### config.mk
export PLATFORM = sky130hd
export DESIGN_NAME = omcc_ctrl
export DESIGN_NICKNAME = d
export VERILOG_FILES = /design/src/hw/omcc_pkg.sv /design/src/hw/omcc_clk_div.sv /design/src/hw/omcc_ctrl.sv
export SDC_FILE = /design/constraint.sdc
export NUM_CORES = 1
export LEC_CHECK = 0
export BUFFER_PORTS_ARGS = -buffer_cell sky130_fd_sc_hd__buf_2
export CORE_ASPECT_RATIO = 1.2
export CORE_UTILIZATION = 61
export DETAILED_ROUTE_END_ITERATION = 8
export PLACE_DENSITY = 0.84
export SYNTH_ARGS = -nofsm -noshare
export SYNTH_HDL_FRONTEND = slang
export SYNTH_SLANG_ARGS = --single-unit
### constraint.sdc
create_clock -name mclk -period 4.95 [get_ports mclk]
set_input_delay 0.99 -clock mclk [delete_from_list [all_inputs] [get_ports mclk]]
set_output_delay 0.99 -clock mclk [all_outputs]
set_load 0.02 [all_outputs]
### src/hw/omcc_pkg.sv
// Package with constants and types of the operating mode clock controller
package omcc_pkg;

   // Register offsets on the plain register port
   localparam logic [3:0] OMCC_CTRL_ADDR = 4'h0;
   localparam logic [3:0] OMCC_OSC_ADDR = 4'h1;
   localparam logic [3:0] OMCC_STAT_ADDR = 4'h2;
   localparam logic [3:0] OMCC_WDOG_ADDR = 4'h3;

   // Field positions
   localparam int OMCC_SEL_LSB = 5;
   localparam int OMCC_FIDLE_BIT = 1;
   localparam int OMCC_SIDLE_BIT = 0;
   localparam int OMCC_FEN_BIT = 0;
   localparam int OMCC_FSTB_BIT = 1;
   localparam int OMCC_WDEXP_BIT = 5;
   localparam int OMCC_PWRDN_BIT = 4;

   // Reset values
   localparam logic [2:0] OMCC_SEL_RST = 3'h0;
   localparam logic OMCC_FAST_EN_RST = 1'b1;
   localparam logic OMCC_WDT_EN_RST = 1'b1;

   // Select code of the slow clock
   localparam logic [2:0] OMCC_SEL_SLOW = 3'h7;

   // Oscillator settle time in ns and in mclk cycles (least time, round up)
   localparam int OMCC_CLK_NS = 5;
   localparam int OMCC_SETTLE_NS = 1000;
   localparam int OMCC_SETTLE_CYC =
      (OMCC_SETTLE_NS + OMCC_CLK_NS - 1) / OMCC_CLK_NS;

   // Operating modes, one-hot
   typedef enum logic [5:0] {
      OMCC_NORMAL = 6'h01,
      OMCC_SLOW = 6'h02,
      OMCC_SLEEP = 6'h04,
      OMCC_IDLE_SLOW = 6'h08,
      OMCC_IDLE_BOTH = 6'h10,
      OMCC_IDLE_FAST = 6'h20
   } omcc_mode_t;

   // Clock gate outputs towards CPU and peripherals
   typedef struct packed {
      logic core_en;
      logic fast_en;
      logic slow_en;
      logic slow_raw_en;
   } omcc_gates_t;

   // Register bus request
   typedef struct packed {
      logic [3:0] addr;
      logic [7:0] wdata;
      logic wr;
      logic rd;
   } omcc_bus_t;

endpackage : omcc_pkg

### src/hw/omcc_clk_div.sv
// Divider of the fast clock with glitch free selection of the core clock
`timescale 1ns/1ps
`default_nettype none
module omcc_clk_div import omcc_pkg::*; #(
   parameter int STAGES = 6
) (
   input wire logic mclk,
   input wire logic reset_n,
   input wire logic fast_tick,
   input wire logic slow_tick,
   input wire logic [2:0] sel,
   input wire logic run,
   output logic core_tick
);

   // Select codes reach ratio 64 (index 6), so fewer stages cannot serve them
   if (STAGES < 6 || STAGES > 7) begin : g_bad_stages
      $error("omcc_clk_div: STAGES out of range");
   end

   logic [STAGES-1:0] cnt_q;
   logic [STAGES:0] ratio_tick;
   logic sel_tick;

   // Counter of fast ticks giving the divided rates
   always_ff @(posedge mclk or negedge reset_n) begin
      if (!reset_n) begin
         cnt_q <= '0;
      end else if (fast_tick) begin
         cnt_q <= cnt_q + 1'b1;
      end
   end

   assign ratio_tick[0] = fast_tick;
   genvar g;
   generate
      for (g = 1; g <= STAGES; g++) begin : g_ratio
         assign ratio_tick[g] = fast_tick && (&cnt_q[g-1:0]);
      end
   endgenerate

   // Whole ticks only, so no runt pulse can leave here
   assign sel_tick = (sel == OMCC_SEL_SLOW) ? slow_tick :
      ratio_tick[sel];

   always_ff @(posedge mclk or negedge reset_n) begin
      if (!reset_n) begin
         core_tick <= 1'b0;
      end else begin
         core_tick <= run && sel_tick;
      end
   end

endmodule : omcc_clk_div
`default_nettype wire

### src/hw/omcc_ctrl.sv
// Operating mode and system clock controller
`timescale 1ns/1ps
`default_nettype none
module omcc_ctrl import omcc_pkg::*; #(
   parameter int SETTLE_CYC = OMCC_SETTLE_CYC
) (
   input wire logic mclk,
   input wire logic reset_n,
   input wire logic [3:0] reg_addr,
   input wire logic [7:0] reg_wdata,
   input wire logic reg_wr,
   input wire logic reg_rd,
   output logic [7:0] reg_rdata,
   input wire logic halt_req,
   input wire logic wake_req,
   input wire logic watchdog_timeout,
   input wire logic watchdog_clear,
   input wire logic fast_rc_tick,
   input wire logic slow_rc_tick,
   output logic fast_rc_oscillator_en,
   output logic slow_rc_oscillator_en,
   output logic core_clock_tick,
   output logic fast_clock_tick,
   output logic slow_clock_tick,
   output logic slow_osc_raw_clock_tick,
   output omcc_mode_t mode
);

   if (SETTLE_CYC < 1 || SETTLE_CYC > 65535) begin : g_bad_settle
      $error("omcc_ctrl: SETTLE_CYC out of range");
   end

   omcc_bus_t bus;
   assign bus = '{addr: reg_addr, wdata: reg_wdata, wr: reg_wr,
      rd: reg_rd};

   // Software state
   logic [2:0] sysclk_source_select_q;
   logic [2:0] sel_act_q;
   logic fast_osc_idle_enable_q;
   logic slow_osc_idle_enable_q;
   logic fast_osc_enable_q;
   logic fast_osc_stable_q;
   logic powerdown_flag_q;
   logic watchdog_expired_flag_q;
   logic watchdog_timer_en_q;
   logic [15:0] settle_q;
   omcc_mode_t mode_q;
   omcc_mode_t mode_d;
   omcc_gates_t gates_d;
   omcc_gates_t gates_q;

   // Address decode
   wire wr_ctrl = bus.wr && (bus.addr == OMCC_CTRL_ADDR);
   wire wr_osc = bus.wr && (bus.addr == OMCC_OSC_ADDR);
   wire wr_wdog = bus.wr && (bus.addr == OMCC_WDOG_ADDR);
   wire fast_en_rise = wr_osc && bus.wdata[OMCC_FEN_BIT] &&
      !fast_osc_enable_q;
   wire halted = !(mode_q inside {OMCC_NORMAL, OMCC_SLOW});
   wire halt_go = halt_req && !halted;
   wire act_slow = (sel_act_q == OMCC_SEL_SLOW);

   // Select field and idle bits
   always_ff @(posedge mclk or negedge reset_n) begin
      if (!reset_n) begin
         sysclk_source_select_q <= OMCC_SEL_RST;
         fast_osc_idle_enable_q <= 1'b0;
         slow_osc_idle_enable_q <= 1'b0;
      end else if (wr_ctrl) begin
         sysclk_source_select_q <= bus.wdata[OMCC_SEL_LSB +: 3];
         fast_osc_idle_enable_q <= bus.wdata[OMCC_FIDLE_BIT];
         slow_osc_idle_enable_q <= bus.wdata[OMCC_SIDLE_BIT];
      end
   end

   // Requested source takes over only once it is running
   wire fast_ready = fast_osc_enable_q && fast_osc_stable_q;
   wire new_ready = (sysclk_source_select_q == OMCC_SEL_SLOW) ? 1'b1 :
      fast_ready;
   always_ff @(posedge mclk or negedge reset_n) begin
      if (!reset_n) begin
         sel_act_q <= OMCC_SEL_RST;
      end else if (sel_act_q != sysclk_source_select_q && new_ready) begin
         sel_act_q <= sysclk_source_select_q;
      end
   end

   // Fast oscillator enable, stable flag and settle count
   always_ff @(posedge mclk or negedge reset_n) begin
      if (!reset_n) begin
         fast_osc_enable_q <= OMCC_FAST_EN_RST;
         fast_osc_stable_q <= 1'b0;
         settle_q <= 16'(SETTLE_CYC);
      end else begin
         if (wr_osc) begin
            fast_osc_enable_q <= bus.wdata[OMCC_FEN_BIT];
         end
         if (fast_en_rise || (wr_osc && !bus.wdata[OMCC_FEN_BIT])) begin
            fast_osc_stable_q <= 1'b0;
            settle_q <= 16'(SETTLE_CYC);
         end else if (fast_osc_enable_q && !fast_osc_stable_q) begin
            if (settle_q <= 16'h0001) begin
               fast_osc_stable_q <= 1'b1;
            end else begin
               settle_q <= settle_q - 16'h0001;
            end
         end
      end
   end

   // Watchdog enable and status flags
   always_ff @(posedge mclk or negedge reset_n) begin
      if (!reset_n) begin
         watchdog_timer_en_q <= OMCC_WDT_EN_RST;
         powerdown_flag_q <= 1'b0;
         watchdog_expired_flag_q <= 1'b0;
      end else begin
         if (wr_wdog) begin
            watchdog_timer_en_q <= bus.wdata[0];
         end
         if (halt_go) begin
            powerdown_flag_q <= 1'b1;
         end else if (watchdog_clear) begin
            powerdown_flag_q <= 1'b0;
         end
         if (watchdog_timeout) begin
            watchdog_expired_flag_q <= 1'b1;
         end else if (halt_go || watchdog_clear) begin
            watchdog_expired_flag_q <= 1'b0;
         end
      end
   end

   // Mode selection on halt and wake
   always_comb begin
      mode_d = mode_q;
      if (halt_go) begin
         unique case ({fast_osc_idle_enable_q, slow_osc_idle_enable_q})
            2'b00: mode_d = OMCC_SLEEP;
            2'b01: mode_d = OMCC_IDLE_SLOW;
            2'b11: mode_d = OMCC_IDLE_BOTH;
            2'b10: mode_d = OMCC_IDLE_FAST;
         endcase
      end else if (halted && wake_req) begin
         mode_d = act_slow ? OMCC_SLOW : OMCC_NORMAL;
      end else if (!halted) begin
         mode_d = act_slow ? OMCC_SLOW : OMCC_NORMAL;
      end
   end

   always_ff @(posedge mclk or negedge reset_n) begin
      if (!reset_n) begin
         mode_q <= OMCC_NORMAL;
      end else begin
         mode_q <= mode_d;
      end
   end

   // Clock gates per mode
   always_comb begin
      gates_d = '0;
      unique case (mode_q)
         OMCC_NORMAL: begin
            gates_d = '{core_en: 1'b1, fast_en: fast_ready, slow_en: 1'b1,
               slow_raw_en: 1'b1};
         end
         OMCC_SLOW: begin
            gates_d = '{core_en: 1'b1, fast_en: fast_ready, slow_en: 1'b1,
               slow_raw_en: 1'b1};
         end
         OMCC_SLEEP: begin
            gates_d = '{core_en: 1'b0, fast_en: 1'b0, slow_en: 1'b0,
               slow_raw_en: watchdog_timer_en_q};
         end
         OMCC_IDLE_SLOW: begin
            gates_d = '{core_en: act_slow, fast_en: 1'b0, slow_en: 1'b1,
               slow_raw_en: 1'b1};
         end
         OMCC_IDLE_BOTH: begin
            gates_d = '{core_en: 1'b1, fast_en: fast_ready, slow_en: 1'b1,
               slow_raw_en: 1'b1};
         end
         OMCC_IDLE_FAST: begin
            gates_d = '{core_en: !act_slow, fast_en: fast_ready,
               slow_en: 1'b0, slow_raw_en: 1'b1};
         end
      endcase
   end

   always_ff @(posedge mclk or negedge reset_n) begin
      if (!reset_n) begin
         gates_q <= '0;
      end else begin
         gates_q <= gates_d;
      end
   end

   // Core clock from whole divided or slow ticks
   logic core_tick_w;
   omcc_clk_div #(
      .STAGES(6)
   ) u_div (
      .mclk(mclk),
      .reset_n(reset_n),
      .fast_tick(fast_rc_tick && fast_osc_enable_q),
      .slow_tick(slow_rc_tick),
      .sel(sel_act_q),
      .run(gates_q.core_en),
      .core_tick(core_tick_w)
   );

   // Registered clock outputs
   always_ff @(posedge mclk or negedge reset_n) begin
      if (!reset_n) begin
         fast_rc_oscillator_en <= 1'b0;
         slow_rc_oscillator_en <= 1'b0;
         core_clock_tick <= 1'b0;
         fast_clock_tick <= 1'b0;
         slow_clock_tick <= 1'b0;
         slow_osc_raw_clock_tick <= 1'b0;
         mode <= OMCC_NORMAL;
      end else begin
         fast_rc_oscillator_en <= fast_osc_enable_q &&
            (gates_d.fast_en || !halted);
         slow_rc_oscillator_en <= gates_d.slow_raw_en;
         core_clock_tick <= core_tick_w;
         fast_clock_tick <= gates_q.fast_en && fast_rc_tick;
         slow_clock_tick <= gates_q.slow_en && slow_rc_tick;
         slow_osc_raw_clock_tick <= gates_q.slow_raw_en && slow_rc_tick;
         mode <= mode_q;
      end
   end

   // Read data, one cycle after the strobe
   logic [7:0] rdata_d;
   always_comb begin
      rdata_d = 8'h00;
      unique case (bus.addr)
         OMCC_CTRL_ADDR: begin
            rdata_d[OMCC_SEL_LSB +: 3] = sysclk_source_select_q;
            rdata_d[OMCC_FIDLE_BIT] = fast_osc_idle_enable_q;
            rdata_d[OMCC_SIDLE_BIT] = slow_osc_idle_enable_q;
         end
         OMCC_OSC_ADDR: begin
            rdata_d[OMCC_FSTB_BIT] = fast_osc_stable_q;
            rdata_d[OMCC_FEN_BIT] = fast_osc_enable_q;
         end
         OMCC_STAT_ADDR: begin
            rdata_d[OMCC_WDEXP_BIT] = watchdog_expired_flag_q;
            rdata_d[OMCC_PWRDN_BIT] = powerdown_flag_q;
         end
         OMCC_WDOG_ADDR: begin
            rdata_d[0] = watchdog_timer_en_q;
         end
         default: begin
            rdata_d = 8'h00;
         end
      endcase
   end

   always_ff @(posedge mclk or negedge reset_n) begin
      if (!reset_n) begin
         reg_rdata <= 8'h00;
      end else if (bus.rd) begin
         reg_rdata <= rdata_d;
      end else begin
         reg_rdata <= 8'h00;
      end
   end

endmodule : omcc_ctrl
`default_nettype wire

==> metrics <==
overall die width=64.7 um; number of remaining DRC errors=0; buffers inserted by post-CTS timing repair=0; leakage component of the power=between 1.5 and 2 nW; number of enable flip-flop cells after synthesis=0; sink count of the clock tree=63; placeable core area=roughly 0.0046 mm2; half-perimeter wire length of the detailed placement result=around 3700 um; cell type group with the largest total delay on the critical path=simple AND/OR/NAND/NOR gates; ports placed on the boundary=42; worst stage delay on the critical path=about 0.67 ns; worst IR drop on VDD=~0.42 mV; cell with the most instances after synthesis=sky130_fd_sc_hd__dfrtp_1; cell types with the largest area share after synthesis=sky130_fd_sc_hd__dfrtp_1 49%, sky130_fd_sc_hd__dfstp_2 6.4%, sky130_fd_sc_hd__mux2_2 3.9%, sky130_fd_sc_hd__nor2_1 3.7%, sky130_fd_sc_hd__nand2_1 3.1%; Setup TNS=0 ns; Worst Tran Pin Value=0.753 ns; power density over the cells=564 mW/mm2; cell type with the highest aggregate area in the netlist=sky130_fd_sc_hd__dfrtp_1; proportion of layout cells with a drive suffix above 1=0.255; Synth warnings=0; H-tree level count=3; class of the most critical hold timing path=reg2reg; critical path class=reg2reg; period utilization=0.421; Cell Chain, Critical Path=or3_4 -> or4_1 -> o2111ai_2 -> xor2_1 -> nor2_1; initial drt markers=118; Final Skew=around 0.0087 ns; total die area=0.00500 mm2; Required @ worst endpoint=roughly 5.2 ns; cell count after synthesis=260; deepest clock path buffer count=2; TritonCTS buffer count=9; FMAX=about 480 MHz; antenna violations before repair=0; Post-DP Area=approximately 0.0031 mm2; worst hold slack across all endpoints=around 0.35 ns; RSZ-0062 raised after global routing=no; max capacitance violation total=0; Cell Area, Synth=around 0.0029 mm2; category of the worst setup path launch point=flop; clock-pin slew reported for the worst setup and hold paths after clock tree synthesis=0.07 ns; CP max stage cell=sky130_fd_sc_hd__or4_1; number of port buffers=36; final wirelength=around 5200 um; Arr. time, crit path=approximately 2.3 ns; crit path max fanout=6; overall overflow remaining after global route=0; global-route wire length before repair=9240 um; clock network latency to the later pin of the worst-skew pair=approximately 0.34 ns; via count of the first global-routing pass=roughly 2100; number of resized instances in the post-cts repair step=0; top-area cell type share of the netlist area=0.487; area growth from synthesis to final layout=16.6%; wire per inst=14.3 um; antenna-violating nets left=0; overall global routing resource usage=0.247; fraction of registers with async set or reset after synthesis=1.00; global placement routability congestion=between 0.8 and 0.9; Slew Limit Headroom=0.494; antenna diode count=0; ranking of synthesized cells by instance count=56 x sky130_fd_sc_hd__dfrtp_1, 28 x sky130_fd_sc_hd__nor2_1, 24 x sky130_fd_sc_hd__nand2_1; count of unique library cells instantiated by Yosys=50; final-report hold violation count=0; average instance area after synthesis=about 11 um2; setup violators final=0; number of placement rows=27; via count=2061; final standard cell utilization of the core=0.735; number of optimization iterations in the first detailed-route pass=4; hold bufs inserted after CTS=0; fraction of the yosys area taken by sequential cells=0.551; maximum number of pins on one net before global-route repair=52; post-route standard cell area excluding fillers=roughly 0.0034 mm2; buffers plus inverters on the worst setup path=0; TritonCTS clock tree=built; average via count per standard cell=5.66; Yosys reg bits=63; y dimension of the die=around 77 um; CTS root buffer=sky130_fd_sc_hd__clkbuf_8; Initial Utilization=0.631; total count of max-transition violations in the final report=0; most used flip-flop cell after synthesis=sky130_fd_sc_hd__dfrtp_1; outcome=completed; final critical-path required period=between 2 and 2.5 ns; Final #Nets=328; Pwr Total=approximately 1.9 mW; sort of element at the end of the critical path=flop
## sequential cells by signal, summed over array words and instances (netlist names), 3 cells and up
name and flops:
settle_q 16, gates_q 3, mode 6, sel_act_q 3, reg_rdata 6, u_div.cnt_q 6, mode_q 6, sysclk_source_select_q 3
## logic make-up (layout without fill, tap and decap cells)
family          count (synthesis)  in the layout  synth area share
xor+xnor                       17             17            0.0518
buf+inv                        18             63            0.0274
mux                            14             14            0.0531
flops                          63             63             0.551
compound gates                 42             42             0.106
simple gates                  100            100             0.188
fa+ha+maj                       5              5            0.0217
other cells                     1              2           0.00130
## worst paths after layout
check	from	to	slack [ns]	cells after the start
max	settle_q[12]	settle_q[8]	2.86	5
min	u_div.core_tick	core_clock_tick	0.35	0
max reg2reg	settle_q[12]	settle_q[8]	2.86	5
min reg2reg	u_div.core_tick	core_clock_tick	0.35	0
max in group asynchronous	reset_n	settle_q[4]	3.54	2
min in group asynchronous	reset_n	settle_q[0]	0.52	1
## per-layer routing
layer / track usage / up-vias / part of all wire
li1: - / 996 / -
met1: 0.308 / 1000 / 0.43
met2: 0.398 / 50 / 0.51
met3: 0.0580 / 15 / 0.038
met4: 0.120 / 0 / 0.022
met5: 0 / - / 0
## worst register-to-register path: stages (launching register included)
cell                        delay, ns
sky130_fd_sc_hd__dfrtp_1         0.40
sky130_fd_sc_hd__or3_4           0.43
sky130_fd_sc_hd__or4_1           0.67
sky130_fd_sc_hd__o2111ai_2       0.23
sky130_fd_sc_hd__xor2_1          0.17
sky130_fd_sc_hd__nor2_1          0.05
## metrics by stage
stage,setup WS (ns),instances
after floorplan,2.71,261
after global placement,2.54,348
after detailed placement,2.54,348
after CTS,2.86,364
after global routing,2.75,364
final,2.86,364
## report_power, final
part	internal [mW]	switching, mW
clock	0.351	0.206
sequential	0.682	0.150
combinational	0.223	0.278
total	1.26	0.634
## final cells by class
cell class / instances / area (um2)
multi-input cells: 180 / 1220
repair buffers: 37 / 188
clock buffers: 10 / 138
well taps: 58 / 72.6
inverters: 10 / 37.5
fillers: 328 / 1210
flip-flops and latches: 63 / 1590
clock inverters: 6 / 116
## cells in the final DEF, fill, tap and decap left out, types with 3 or more instances in the layout
cell type	instances
sky130_fd_sc_hd__dfrtp_1	56
sky130_fd_sc_hd__mux2_2	10
sky130_fd_sc_hd__nand3_1	6
sky130_fd_sc_hd__nand2_1	24
sky130_fd_sc_hd__o21ai_1	4
sky130_fd_sc_hd__buf_2	36
sky130_fd_sc_hd__a22o_1	3
sky130_fd_sc_hd__nand2b_1	3
sky130_fd_sc_hd__a21oi_1	9
sky130_fd_sc_hd__and2_1	5
sky130_fd_sc_hd__clkbuf_8	10
sky130_fd_sc_hd__o21ai_0	4
sky130_fd_sc_hd__mux2i_1	4
sky130_fd_sc_hd__bufinv_16	3
sky130_fd_sc_hd__nor2_1	28
sky130_fd_sc_hd__a211oi_1	3
sky130_fd_sc_hd__dfstp_2	7
sky130_fd_sc_hd__inv_1	10
sky130_fd_sc_hd__nand4_1	3
sky130_fd_sc_hd__nor3_1	7
sky130_fd_sc_hd__xor2_1	8
sky130_fd_sc_hd__xnor2_1	9
sky130_fd_sc_hd__or3_1	4
sky130_fd_sc_hd__a2111oi_1	3
sky130_fd_sc_hd__ha_1	5
Note: power is estimated with default switching activity, not from simulation.
